`config.mk`:
```
export PLATFORM = sky130hd
export DESIGN_NAME = asbp_host
export DESIGN_NICKNAME = d
export VERILOG_FILES = /design/src/verilog/asbp_pkg.sv /design/src/verilog/asbp_tmr_if.sv /design/src/verilog/asbp_timer.sv /design/src/verilog/asbp_host.sv
export SDC_FILE = /design/constraint.sdc
export NUM_CORES = 1
export LEC_CHECK = 0
export ABC_AREA = 1
export ABC_CLOCK_PERIOD_IN_PS = 2200
export BUFFER_PORTS_ARGS = -buffer_cell sky130_fd_sc_hd__buf_2
export CAP_MARGIN = 10
export CORE_ASPECT_RATIO = 1.1
export CORE_MARGIN = 1
export CORE_UTILIZATION = 40
export CTS_BUF_LIST = sky130_fd_sc_hd__clkbuf_4
export DETAILED_ROUTE_END_ITERATION = 7
export GPL_TIMING_DRIVEN = 1
export PLACE_DENSITY = 0.71
export SYNTH_ARGS = -nofsm -noshare
export SYNTH_HDL_FRONTEND = slang
export SYNTH_SLANG_ARGS = --single-unit
```
`constraint.sdc`:
```
create_clock -name clk_i -period 2.2 [get_ports clk_i]
set_clock_uncertainty 0.05 [all_clocks]
set_input_delay 0.44 -clock clk_i [delete_from_list [all_inputs] [get_ports clk_i]]
set_output_delay 0.44 -clock clk_i [all_outputs]
set_load 0.03 [all_outputs]
```
`src/verilog/asbp_pkg.sv`:
```
// Shared constants and types for the asynchronous SRAM port controller
package asbp_pkg;

    // ==========================================================
    // Clock and widths
    localparam int CLK_PERIOD_NS = 10;
    localparam int ADDR_W = 20;
    localparam int DATA_W = 16;
    localparam int LANE_W = 8;
    localparam int TMR_W = 4;

    // ==========================================================
    // Pin timing in ns (least times, rounded up to cycles)
    localparam int T_AA_NS = 45;
    localparam int T_PWE_NS = 35;
    localparam int T_SD_NS = 25;
    localparam int T_HZOE_NS = 18;
    localparam int T_R_NS = 45;

    localparam int RD_CYC = (T_AA_NS + CLK_PERIOD_NS - 1) / CLK_PERIOD_NS;
    localparam int PWE_RAW = (T_PWE_NS > T_SD_NS) ? T_PWE_NS : T_SD_NS;
    localparam int WE_CYC = (PWE_RAW + CLK_PERIOD_NS - 1) / CLK_PERIOD_NS;
    localparam int TURN_CYC = (T_HZOE_NS + CLK_PERIOD_NS - 1) / CLK_PERIOD_NS;
    localparam int REC_CYC = (T_R_NS + CLK_PERIOD_NS - 1) / CLK_PERIOD_NS;

    // Timer loads: a state lasts load value plus one cycle
    localparam logic [TMR_W-1:0] RD_LOAD = TMR_W'(RD_CYC - 1);
    localparam logic [TMR_W-1:0] WE_LOAD = TMR_W'(WE_CYC - 1);
    localparam logic [TMR_W-1:0] TURN_LOAD = TMR_W'(TURN_CYC - 1);
    localparam logic [TMR_W-1:0] REC_LOAD = TMR_W'(REC_CYC - 1);

    // ==========================================================
    // Pin reset, idle and byte-mode lane levels
    localparam logic [1:0] LANES_OFF_N = 2'h3;
    localparam logic [1:0] LANES_BYTE_N = 2'h0;
    localparam logic [DATA_W-1:0] DATA_ZERO = 16'h0000;

    // ==========================================================
    // Controller states
    typedef enum logic [6:0] {
        ST_IDLE = 7'h01,
        ST_RD_ACCESS = 7'h02,
        ST_WR_SETUP = 7'h04,
        ST_WR_PULSE = 7'h08,
        ST_WR_HOLD = 7'h10,
        ST_RETAIN = 7'h20,
        ST_RECOVER = 7'h40
    } asbp_state_type;

endpackage

```
`src/verilog/asbp_tmr_if.sv`:
```
// Interface between the controller and its cycle timer
`timescale 1ns/1ps
interface asbp_tmr_if;
    import asbp_pkg::*;
    logic load;
    logic [TMR_W-1:0] load_val;
    logic expired;

    modport ctrl (output load, output load_val, input expired);
    modport timer (input load, input load_val, output expired);
endinterface

```
`src/verilog/asbp_timer.sv`:
```
// Loadable down counter that times the read, write setup, write pulse and recovery phases
`timescale 1ns/1ps
module asbp_timer
    import asbp_pkg::*;
(
    // Clock and reset
    input wire logic clk_i,
    input wire logic reset_i,
    // Controller side
    asbp_tmr_if.timer tmr
);

    logic [TMR_W-1:0] cnt_reg;
    logic [TMR_W-1:0] cnt_next;

    always_comb begin
        if (tmr.load) begin
            cnt_next = tmr.load_val;
        end else if (cnt_reg != '0) begin
            cnt_next = cnt_reg - TMR_W'(1);
        end else begin
            cnt_next = cnt_reg;
        end
    end

    always_ff @(posedge clk_i) begin
        if (reset_i) begin
            cnt_reg <= '0;
        end else begin
            cnt_reg <= cnt_next;
        end
    end

    assign tmr.expired = (cnt_reg == '0);

endmodule

```
`src/verilog/asbp_host.sv`:
```
// Host-side controller for an asynchronous byte-lane SRAM
`timescale 1ns/1ps

module asbp_host
    import asbp_pkg::*;
(
    // Clock and reset
    input wire logic clk_i,
    input wire logic reset_i,
    // User request port
    input wire logic req_i,
    input wire logic write_i,
    input wire logic [ADDR_W:0] addr_i,
    input wire logic [DATA_W-1:0] wdata_i,
    input wire logic [1:0] byte_en_i,
    input wire logic wide_mode_i,
    input wire logic retain_req_i,
    output logic ready_o,
    output logic done_o,
    output logic [DATA_W-1:0] rdata_o,
    output logic retain_ok_o,
    // Memory pins
    output logic select_low_active_n_o,
    output logic select_high_active_o,
    output logic write_n_o,
    output logic out_en_n_o,
    output logic upper_lane_n_o,
    output logic lower_lane_n_o,
    output logic [ADDR_W-1:0] addr_o,
    output logic extra_address_msb_o,
    output logic [DATA_W-1:0] data_o,
    output logic [1:0] data_oe_o,
    input wire logic [DATA_W-1:0] data_i
);

    // ==========================================================
    // Timer
    asbp_tmr_if tmr_bus ();

    asbp_timer u_timer (
        .clk_i(clk_i),
        .reset_i(reset_i),
        .tmr(tmr_bus.timer)
    );

    // ==========================================================
    // State and latched request
    asbp_state_type state_reg, state_next;
    logic [ADDR_W:0] addr_reg, addr_next;
    logic [DATA_W-1:0] wdata_reg, wdata_next;
    logic [1:0] lanes_reg, lanes_next;
    logic wide_reg, wide_next;
    logic [DATA_W-1:0] rdata_reg, rdata_next;
    logic done_reg, done_next;
    logic ready_reg, ready_next;
    logic retain_reg, retain_next;
    logic sel_n_reg, sel_n_next;
    logic sel_h_reg, sel_h_next;
    logic we_n_reg, we_n_next;
    logic oe_n_reg, oe_n_next;
    logic [1:0] lane_n_reg, lane_n_next;
    logic [1:0] doe_reg, doe_next;
    logic [1:0] rd_mask;
    logic tmr_load;
    logic [TMR_W-1:0] tmr_val;

    assign tmr_bus.load = tmr_load;
    assign tmr_bus.load_val = tmr_val;

    always_comb begin
        state_next = state_reg;
        addr_next = addr_reg;
        wdata_next = wdata_reg;
        lanes_next = lanes_reg;
        wide_next = wide_reg;
        rdata_next = rdata_reg;
        done_next = 1'b0;
        rd_mask = wide_reg ? lanes_reg : 2'h1;
        unique case (state_reg)
            ST_IDLE: begin
                if (retain_req_i) begin
                    state_next = ST_RETAIN;
                end else if (req_i) begin
                    addr_next = addr_i;
                    wdata_next = wdata_i;
                    lanes_next = byte_en_i;
                    wide_next = wide_mode_i;
                    if (wide_mode_i && byte_en_i == 2'h0) begin
                        // No lane: finish without touching the array
                        done_next = 1'b1;
                        if (!write_i) begin
                            rdata_next = DATA_ZERO;
                        end
                    end else if (write_i) begin
                        state_next = ST_WR_SETUP;
                    end else begin
                        state_next = ST_RD_ACCESS;
                    end
                end
            end
            ST_RD_ACCESS: begin
                if (tmr_bus.expired) begin
                    for (int i = 0; i < 2; i++) begin
                        rdata_next[i*LANE_W +: LANE_W] =
                            rd_mask[i] ? data_i[i*LANE_W +: LANE_W] : 8'h00;
                    end
                    done_next = 1'b1;
                    state_next = ST_IDLE;
                end
            end
            ST_WR_SETUP: begin
                if (tmr_bus.expired) begin
                    state_next = ST_WR_PULSE;
                end
            end
            ST_WR_PULSE: begin
                if (tmr_bus.expired) begin
                    state_next = ST_WR_HOLD;
                end
            end
            ST_WR_HOLD: begin
                done_next = 1'b1;
                state_next = ST_IDLE;
            end
            ST_RETAIN: begin
                if (!retain_req_i) begin
                    state_next = ST_RECOVER;
                end
            end
            ST_RECOVER: begin
                if (tmr_bus.expired) begin
                    state_next = ST_IDLE;
                end
            end
            default: begin
                state_next = ST_IDLE;
            end
        endcase

        // Timer loads on entry to each timed phase
        tmr_load = (state_next != state_reg);
        unique case (state_next)
            ST_RD_ACCESS: tmr_val = RD_LOAD;
            ST_WR_SETUP: tmr_val = TURN_LOAD;
            ST_WR_PULSE: tmr_val = WE_LOAD;
            ST_RECOVER: tmr_val = REC_LOAD;
            default: tmr_val = '0;
        endcase

        // Pin levels follow the next state so they leave flip-flops
        ready_next = (state_next == ST_IDLE);
        retain_next = (state_next == ST_RETAIN);
        sel_n_next = 1'b1;
        sel_h_next = 1'b0;
        we_n_next = 1'b1;
        oe_n_next = 1'b1;
        lane_n_next = LANES_OFF_N;
        doe_next = 2'h0;
        if (state_next == ST_RD_ACCESS || state_next == ST_WR_SETUP ||
            state_next == ST_WR_PULSE || state_next == ST_WR_HOLD) begin
            sel_n_next = 1'b0;
            sel_h_next = 1'b1;
            lane_n_next = wide_next ? ~lanes_next : LANES_BYTE_N;
        end
        if (state_next == ST_RD_ACCESS) begin
            oe_n_next = 1'b0;
        end
        if (state_next == ST_WR_PULSE) begin
            we_n_next = 1'b0;
        end
        // Drive data only with output enable high, so the two never fight
        if (state_next == ST_WR_PULSE || state_next == ST_WR_HOLD) begin
            doe_next = wide_next ? lanes_next : 2'h1;
        end
    end

    always_ff @(posedge clk_i) begin
        if (reset_i) begin
            state_reg <= ST_IDLE;
            addr_reg <= '0;
            wdata_reg <= DATA_ZERO;
            lanes_reg <= 2'h0;
            wide_reg <= 1'b1;
            rdata_reg <= DATA_ZERO;
            done_reg <= 1'b0;
            ready_reg <= 1'b0;
            retain_reg <= 1'b0;
            sel_n_reg <= 1'b1;
            sel_h_reg <= 1'b0;
            we_n_reg <= 1'b1;
            oe_n_reg <= 1'b1;
            lane_n_reg <= LANES_OFF_N;
            doe_reg <= 2'h0;
        end else begin
            state_reg <= state_next;
            addr_reg <= addr_next;
            wdata_reg <= wdata_next;
            lanes_reg <= lanes_next;
            wide_reg <= wide_next;
            rdata_reg <= rdata_next;
            done_reg <= done_next;
            ready_reg <= ready_next;
            retain_reg <= retain_next;
            sel_n_reg <= sel_n_next;
            sel_h_reg <= sel_h_next;
            we_n_reg <= we_n_next;
            oe_n_reg <= oe_n_next;
            lane_n_reg <= lane_n_next;
            doe_reg <= doe_next;
        end
    end

    // ==========================================================
    // Outputs
    assign ready_o = ready_reg;
    assign done_o = done_reg;
    assign rdata_o = rdata_reg;
    assign retain_ok_o = retain_reg;
    assign select_low_active_n_o = sel_n_reg;
    assign select_high_active_o = sel_h_reg;
    assign write_n_o = we_n_reg;
    assign out_en_n_o = oe_n_reg;
    assign upper_lane_n_o = lane_n_reg[1];
    assign lower_lane_n_o = lane_n_reg[0];
    assign addr_o = addr_reg[ADDR_W-1:0];
    assign extra_address_msb_o = addr_reg[ADDR_W];
    assign data_o = wdata_reg;
    assign data_oe_o = doe_reg;
endmodule

```
* Yosys cells after proc, flatten, opt, wreduce, memory -nomap -nowiden
Index checks and enable logic that the tools add are counted.
** Word-level totals
- Register bits after elaboration :: 78
- Bits in latches :: 0
- Bits in writable memories :: 0
- Memory bits (read-only) :: 0
- Input bits :: 61
- Output and inout bits :: 64
- Logic and storage cells :: 98
- Memories kept :: 0
** Cells by class
- Add/subtract/negate cells :: 1
- $mul :: 0
- Divide/modulo/power cells :: 0
- Magnitude comparators :: 0
- Equal/unequal tests :: 20
- Shift operators :: 0
- Multiplexer cells :: 38
- Bitwise logic cells :: 5
- Reduce and logical (&&, ||, !) cells :: 17
** Operators by type and width (count)
- 16-bit 2-to-1 mux :: 5
- 7-bit 2-to-1 mux :: 7
- 7-bit case mux with 5 select lines :: 1
- 16-bit case mux with 2 select lines :: 1
- 8-bit 2-to-1 mux :: 2
- 7-bit by 1-bit == test with 1-bit output, second input constant :: 2
- 7-bit by 2-bit == test with 1-bit output, second input constant :: 2
- 7-bit by 3-bit == test with 1-bit output, second input constant :: 2
- 7-bit by 4-bit == test with 1-bit output, second input constant :: 2
- 7-bit by 5-bit == test with 1-bit output, second input constant :: 2
- 7-bit by 6-bit == test with 1-bit output, second input constant :: 2
- 7-bit == test, second input constant :: 2
- 1-bit 2-to-1 mux :: 12
- 2-bit 2-to-1 mux :: 5
- 2-bit inequality test, second input constant :: 5
- 3-bit case mux with 3 select lines :: 1
- 4-bit 2-to-1 mux :: 2
- 2-bit OR reduction :: 4
- 7-bit inequality test :: 1
- 6-bit AND reduction :: 1
- 4-bit logical NOT :: 1
- 1-bit logical OR :: 4
- 1-bit NOT :: 4
- 2-bit nonzero test :: 2
- 9 further kinds :: 9

* Longest topological paths before layout
- Depth after elaboration :: 12
- Gate-level depth with buffers :: 15
- Mapped depth without buffers :: 15

* Hierarchy
Synthesis repeated with hierarchy kept, for this count alone.
** Second synthesis, totals
- Cells, all modules :: 462
- Area total of the unflattened synthesis :: 3276.9 sq um
** Modules (own cells, without submodules)
- asbp_host :: instances 1, cells each 422, area an instance 3029.2 sq um, sequential area each 1481.4 sq um
- asbp_timer :: instances 1, cells each 40, area an instance 247.7 sq um, sequential area each 80.1 sq um

* Least setup slack after synthesis
OpenSTA, ideal clock, no wires.
- Path kind :: reg2reg
- Start :: register u_timer.cnt_reg[0]
- End :: register u_timer.cnt_reg[2]
- Library setup time :: 0.119 ns
- Arrival time :: 1.588 ns
- Required time :: 2.031 ns
- Path slack :: 0.443 ns
- Cell stages (with the launch flop) :: 13
- Path buffers :: 0
- Period minus slack after synthesis :: 1.757 ns
- Path through :: dfxtp_1 inv_1 ha_1 nand2_2 inv_2 o21ai_2 nand2_1 nor2_1 nand2_1 nor2_4 nand3_4 o21ai_1 a21oi_1
** Between the ends
- Cells in the longest elaborated chain, start to end :: 7
- Elaborated cells between the ends (all ways) :: 17
- Classes of those cells :: add/sub: 1; eq/ne: 5; mux: 7; reduce/logical: 4
** RTL lines
- from (decl) :: RTL line asbp_timer.sv:13 : logic [TMR_W-1:0] cnt_reg;
- from (signal assigned) :: RTL line asbp_timer.sv:30 : cnt_reg <= cnt_next;
- 4-bit logical NOT :: RTL line asbp_timer.sv:34 : assign tmr.expired = (cnt_reg == '0);
- 7-bit 2-to-1 mux (on tied branches)
- 7-bit case mux with 5 select lines :: RTL line asbp_host.sv:79 : unique case (state_reg)
- 7-bit by 2-bit == test with 1-bit output / 7-bit == test (equally long branches) :: RTL line asbp_host.sv:142 : unique case (state_next)
- 2-bit OR reduction (no source line)
- 3-bit case mux with 3 select lines :: RTL line asbp_host.sv:142
- 4-bit 2-to-1 mux :: RTL line asbp_timer.sv:17 : if (tmr.load) begin
Several ways; a longest one is shown, not always the timed one. The select of a mux whose other input is x is not followed.
A chain may end at the register's enable or synchronous reset.

* Final worst setup path
- Start :: register u_timer.cnt_reg[0]
- End :: register u_timer.cnt_reg[0]
Same word-level chain as after synthesis.

==> summary.md <==
| Metric | Value |
|---|---|
| Antenna violations before repair | `0` |
| Static Leak | `1.990 nW` |
| CP Capture Type | `flip-flop` |
| Post-synth EDFFs | `0` |
| Die height | `97.67 um` |
| Starting Density | `41.61%` |
| Register area | `1562 um2` |
| Register area share after synthesis | `46.92%` |
| GRT Overall Usage | `18.61%` |
| Critical Path Source | `u_timer.cnt_reg[0]` |
| Area of the multi-input gates | `1393 um2` |
| Post-route ant nets | `0` |
| Crit path max fanout | `8` |
| Final WS setup | `0.1946 ns` |
| Core area | `7998 um2` |
| Global-route wire length before repair | `12630 um` |
| Mean Syn Cell Area | `7.686 um2` |
| Total power | `0.003397 W` |
| CP Launch Type | `flip-flop` |
| Gr ovfl total | `0` |
| Post-CTS sizing | `0` |
| Die Span X | `88.97 um` |
| Largest net degree at the start of global routing | `76` |
| 1st-iter DRT viols | `106` |
| Row count | `34` |
| Total CTS buffers | `9` |
| Fill cell count | `802` |
| Reg2reg start | `u_timer.cnt_reg[0]` |
| Status | `finished, final reports clean` |
| Sum Neg Setup Slack | `0 ns` |
| CTS tree | `done` |
| Max-slew violation count | `0` |
| Routed wire length | `7881 um` |
| Post-CTS setup buffer count | `0` |
| Top cells by area, synth | `dfxtp_1, a21oi_1, inv_1` |
| Crit path DAT | `2.32 ns` |
| Clock Sinks | `78` |
| Pre-CTS setup slack | `0.2325 ns` |
| Post-Syn Instances | `433` |
| Fmax achieved | `498.7 MHz` |
| Async set or reset register ratio after synthesis | `0%` |
| #FFs+latches synth | `78` |
| Clock root buffer master | `clkbuf_4` |
| Nets@finish | `616` |
| # DRC | `0` |
| Tcrit/Tclk final | `91.15%` |
| Min-delay src | `data_i[8]` |
| Yosys top cell area share | `46.92%` |
| Pwr Density | `816.5 nW/um2` |
| Synth area leader | `dfxtp_1` |
| RSZ-0062 raised after global routing | `no` |
| Later-pin clock latency in the skew report | `0.42 ns` |
| Area delta synth->final | `25.00%` |
| Cts hold-fix bufs | `0` |
| CTS clk-pin slew, worst paths | `0.13 ns` |
| Max reg flops | `21` |
| Fin. Hold Viols | `0` |
| H-tree Lvls | `3` |
| Slew HR | `67.90%` |
| Num ports | `125` |
| Utilization after layout | `52.02%` |
| Prevailing post-synth register cell | `dfxtp_1` |
| Drt wl/cell | `11.82 um` |
| IO Port Bufs | `124` |
| DIE AREA | `8690 um2` |
| Yosys warnings | `0` |
| # setup viols final | `0` |
| Worst slew pin tran | `0.4797 ns` |
| Layout cell share with drive strength beyond 1 | `34.35%` |
| Drt pass-1 iters | `4` |
| Fin crit period | `2.005 ns` |
| Worst vdd ir | `284.5 uV` |
| Max Cap Viol | `0` |
| Hold Crit Class | `in2reg` |
| Vias in the first global route | `2850` |
| Mapped Area | `3328 um2` |
| Library cells used by synthesis | `33` |
| Kind of critical path | `reg2reg` |
| Via count | `3190` |
| Gpl congestion | `0.8797` |
| Synth Net Count | `495` |
| Longest Clk Path Bufs | `2` |
| DPL Wire Length | `5764 um` |
| WP data required | `2.51 ns` |
| Inserted Diodes | `0` |
| Drt via density | `4.783` |
[layout make-up]
cell class / instances / share of cell area, %
sequential: 78 / 37.53
multi-input combinational: 267 / 33.47
timing repair buffer: 128 / 15.94
inverter: 70 / 6.436
tap: 108 / 3.248
clock inverter: 7 / 1.744
clock buffer: 9 / 1.624
[power breakdown]
group / switching, W / internal [W]
combinational: 0.000636 / 0.000296
sequential: 0.0000657 / 0.00153
clock: 0.000517 / 0.000348
[per-stage QoR]
stage          hold WS (ns)  area, um2  instances
6_report             0.1997       4160        667
5_1_grt              0.1763       4160        667
4_1_cts              0.1756       4160        667
3_5_place_dp         0.3835       4020        651
3_3_place_gp         0.3787       4020        651
2_1_floorplan        0.4277       3328        433
[layout by cell type, fill, tap and decap left out, drive strengths merged]
cell and n:
a31oi 8, inv 70, buf 128, nor4 2
clkinv 5, nor2 53, nand4 3, xor2 1
xnor2 1, ha 1, or2 1, nand3 15
bufinv 1, o21ai 47, nor3 16, clkbuf 9
nand2 59, dfxtp 78, clkinvlp 1, a21oi 58
o31ai 2
[path summary, 6_finish.rpt]
check | slack [ns] | to | cells past startpoint
worst max register to register | 0.19 | u_timer.cnt_reg[0] | 13
worst min-delay path | 0.20 | rdata_o[8] | 3
worst max-delay path | 0.19 | u_timer.cnt_reg[0] | 13
worst min register to register | 0.40 | data_o[10] | 2
[critical path, stage by stage (launching register included)]
cell     delay, ns
dfxtp_1       0.38
inv_1         0.07
ha_1          0.24
nand2_2       0.17
inv_2         0.12
o21ai_2       0.19
nand2_1       0.07
nor2_1        0.10
nand2_1       0.09
nor2_4        0.14
nand3_4       0.11
nand2_1       0.08
nand2_1       0.04
nor2_1        0.10
[cell usage after synthesis, types with 10 or more instances]
cell,number
nor2_1,37
inv_2,11
dfxtp_1,78
nor2_2,12
a21oi_1,57
clkbuf_1,10
inv_1,57
o21ai_0,35
o21ai_1,10
nand2_1,54
nand3_1,13
[cells by family (layout without fill, tap and decap cells)]
| logic type | count (synthesis) | after routing | share of synthesized area (%) |
|---|---|---|---|
| AOI/OAI and AO/OA | 115 | 115 | 18.08 |
| xor gates and xnor gates | 2 | 2 | 0.5264 |
| adders and majority gates | 1 | 1 | 0.3759 |
| buffers and inverters | 88 | 214 | 11.24 |
| DFF | 78 | 78 | 46.92 |
| and+or+nand+nor | 149 | 149 | 22.86 |
[per-layer routing]
metal  track usage (%)  routed length (um)  vias up
met4             9.158                 100        0
met5                 0                   0        -
met1             22.99                3693     1429
met3             4.673                 645        9
met2             29.70                3441      113
li1                  -                   -     1639
Power figures use the tool's default switching activity.
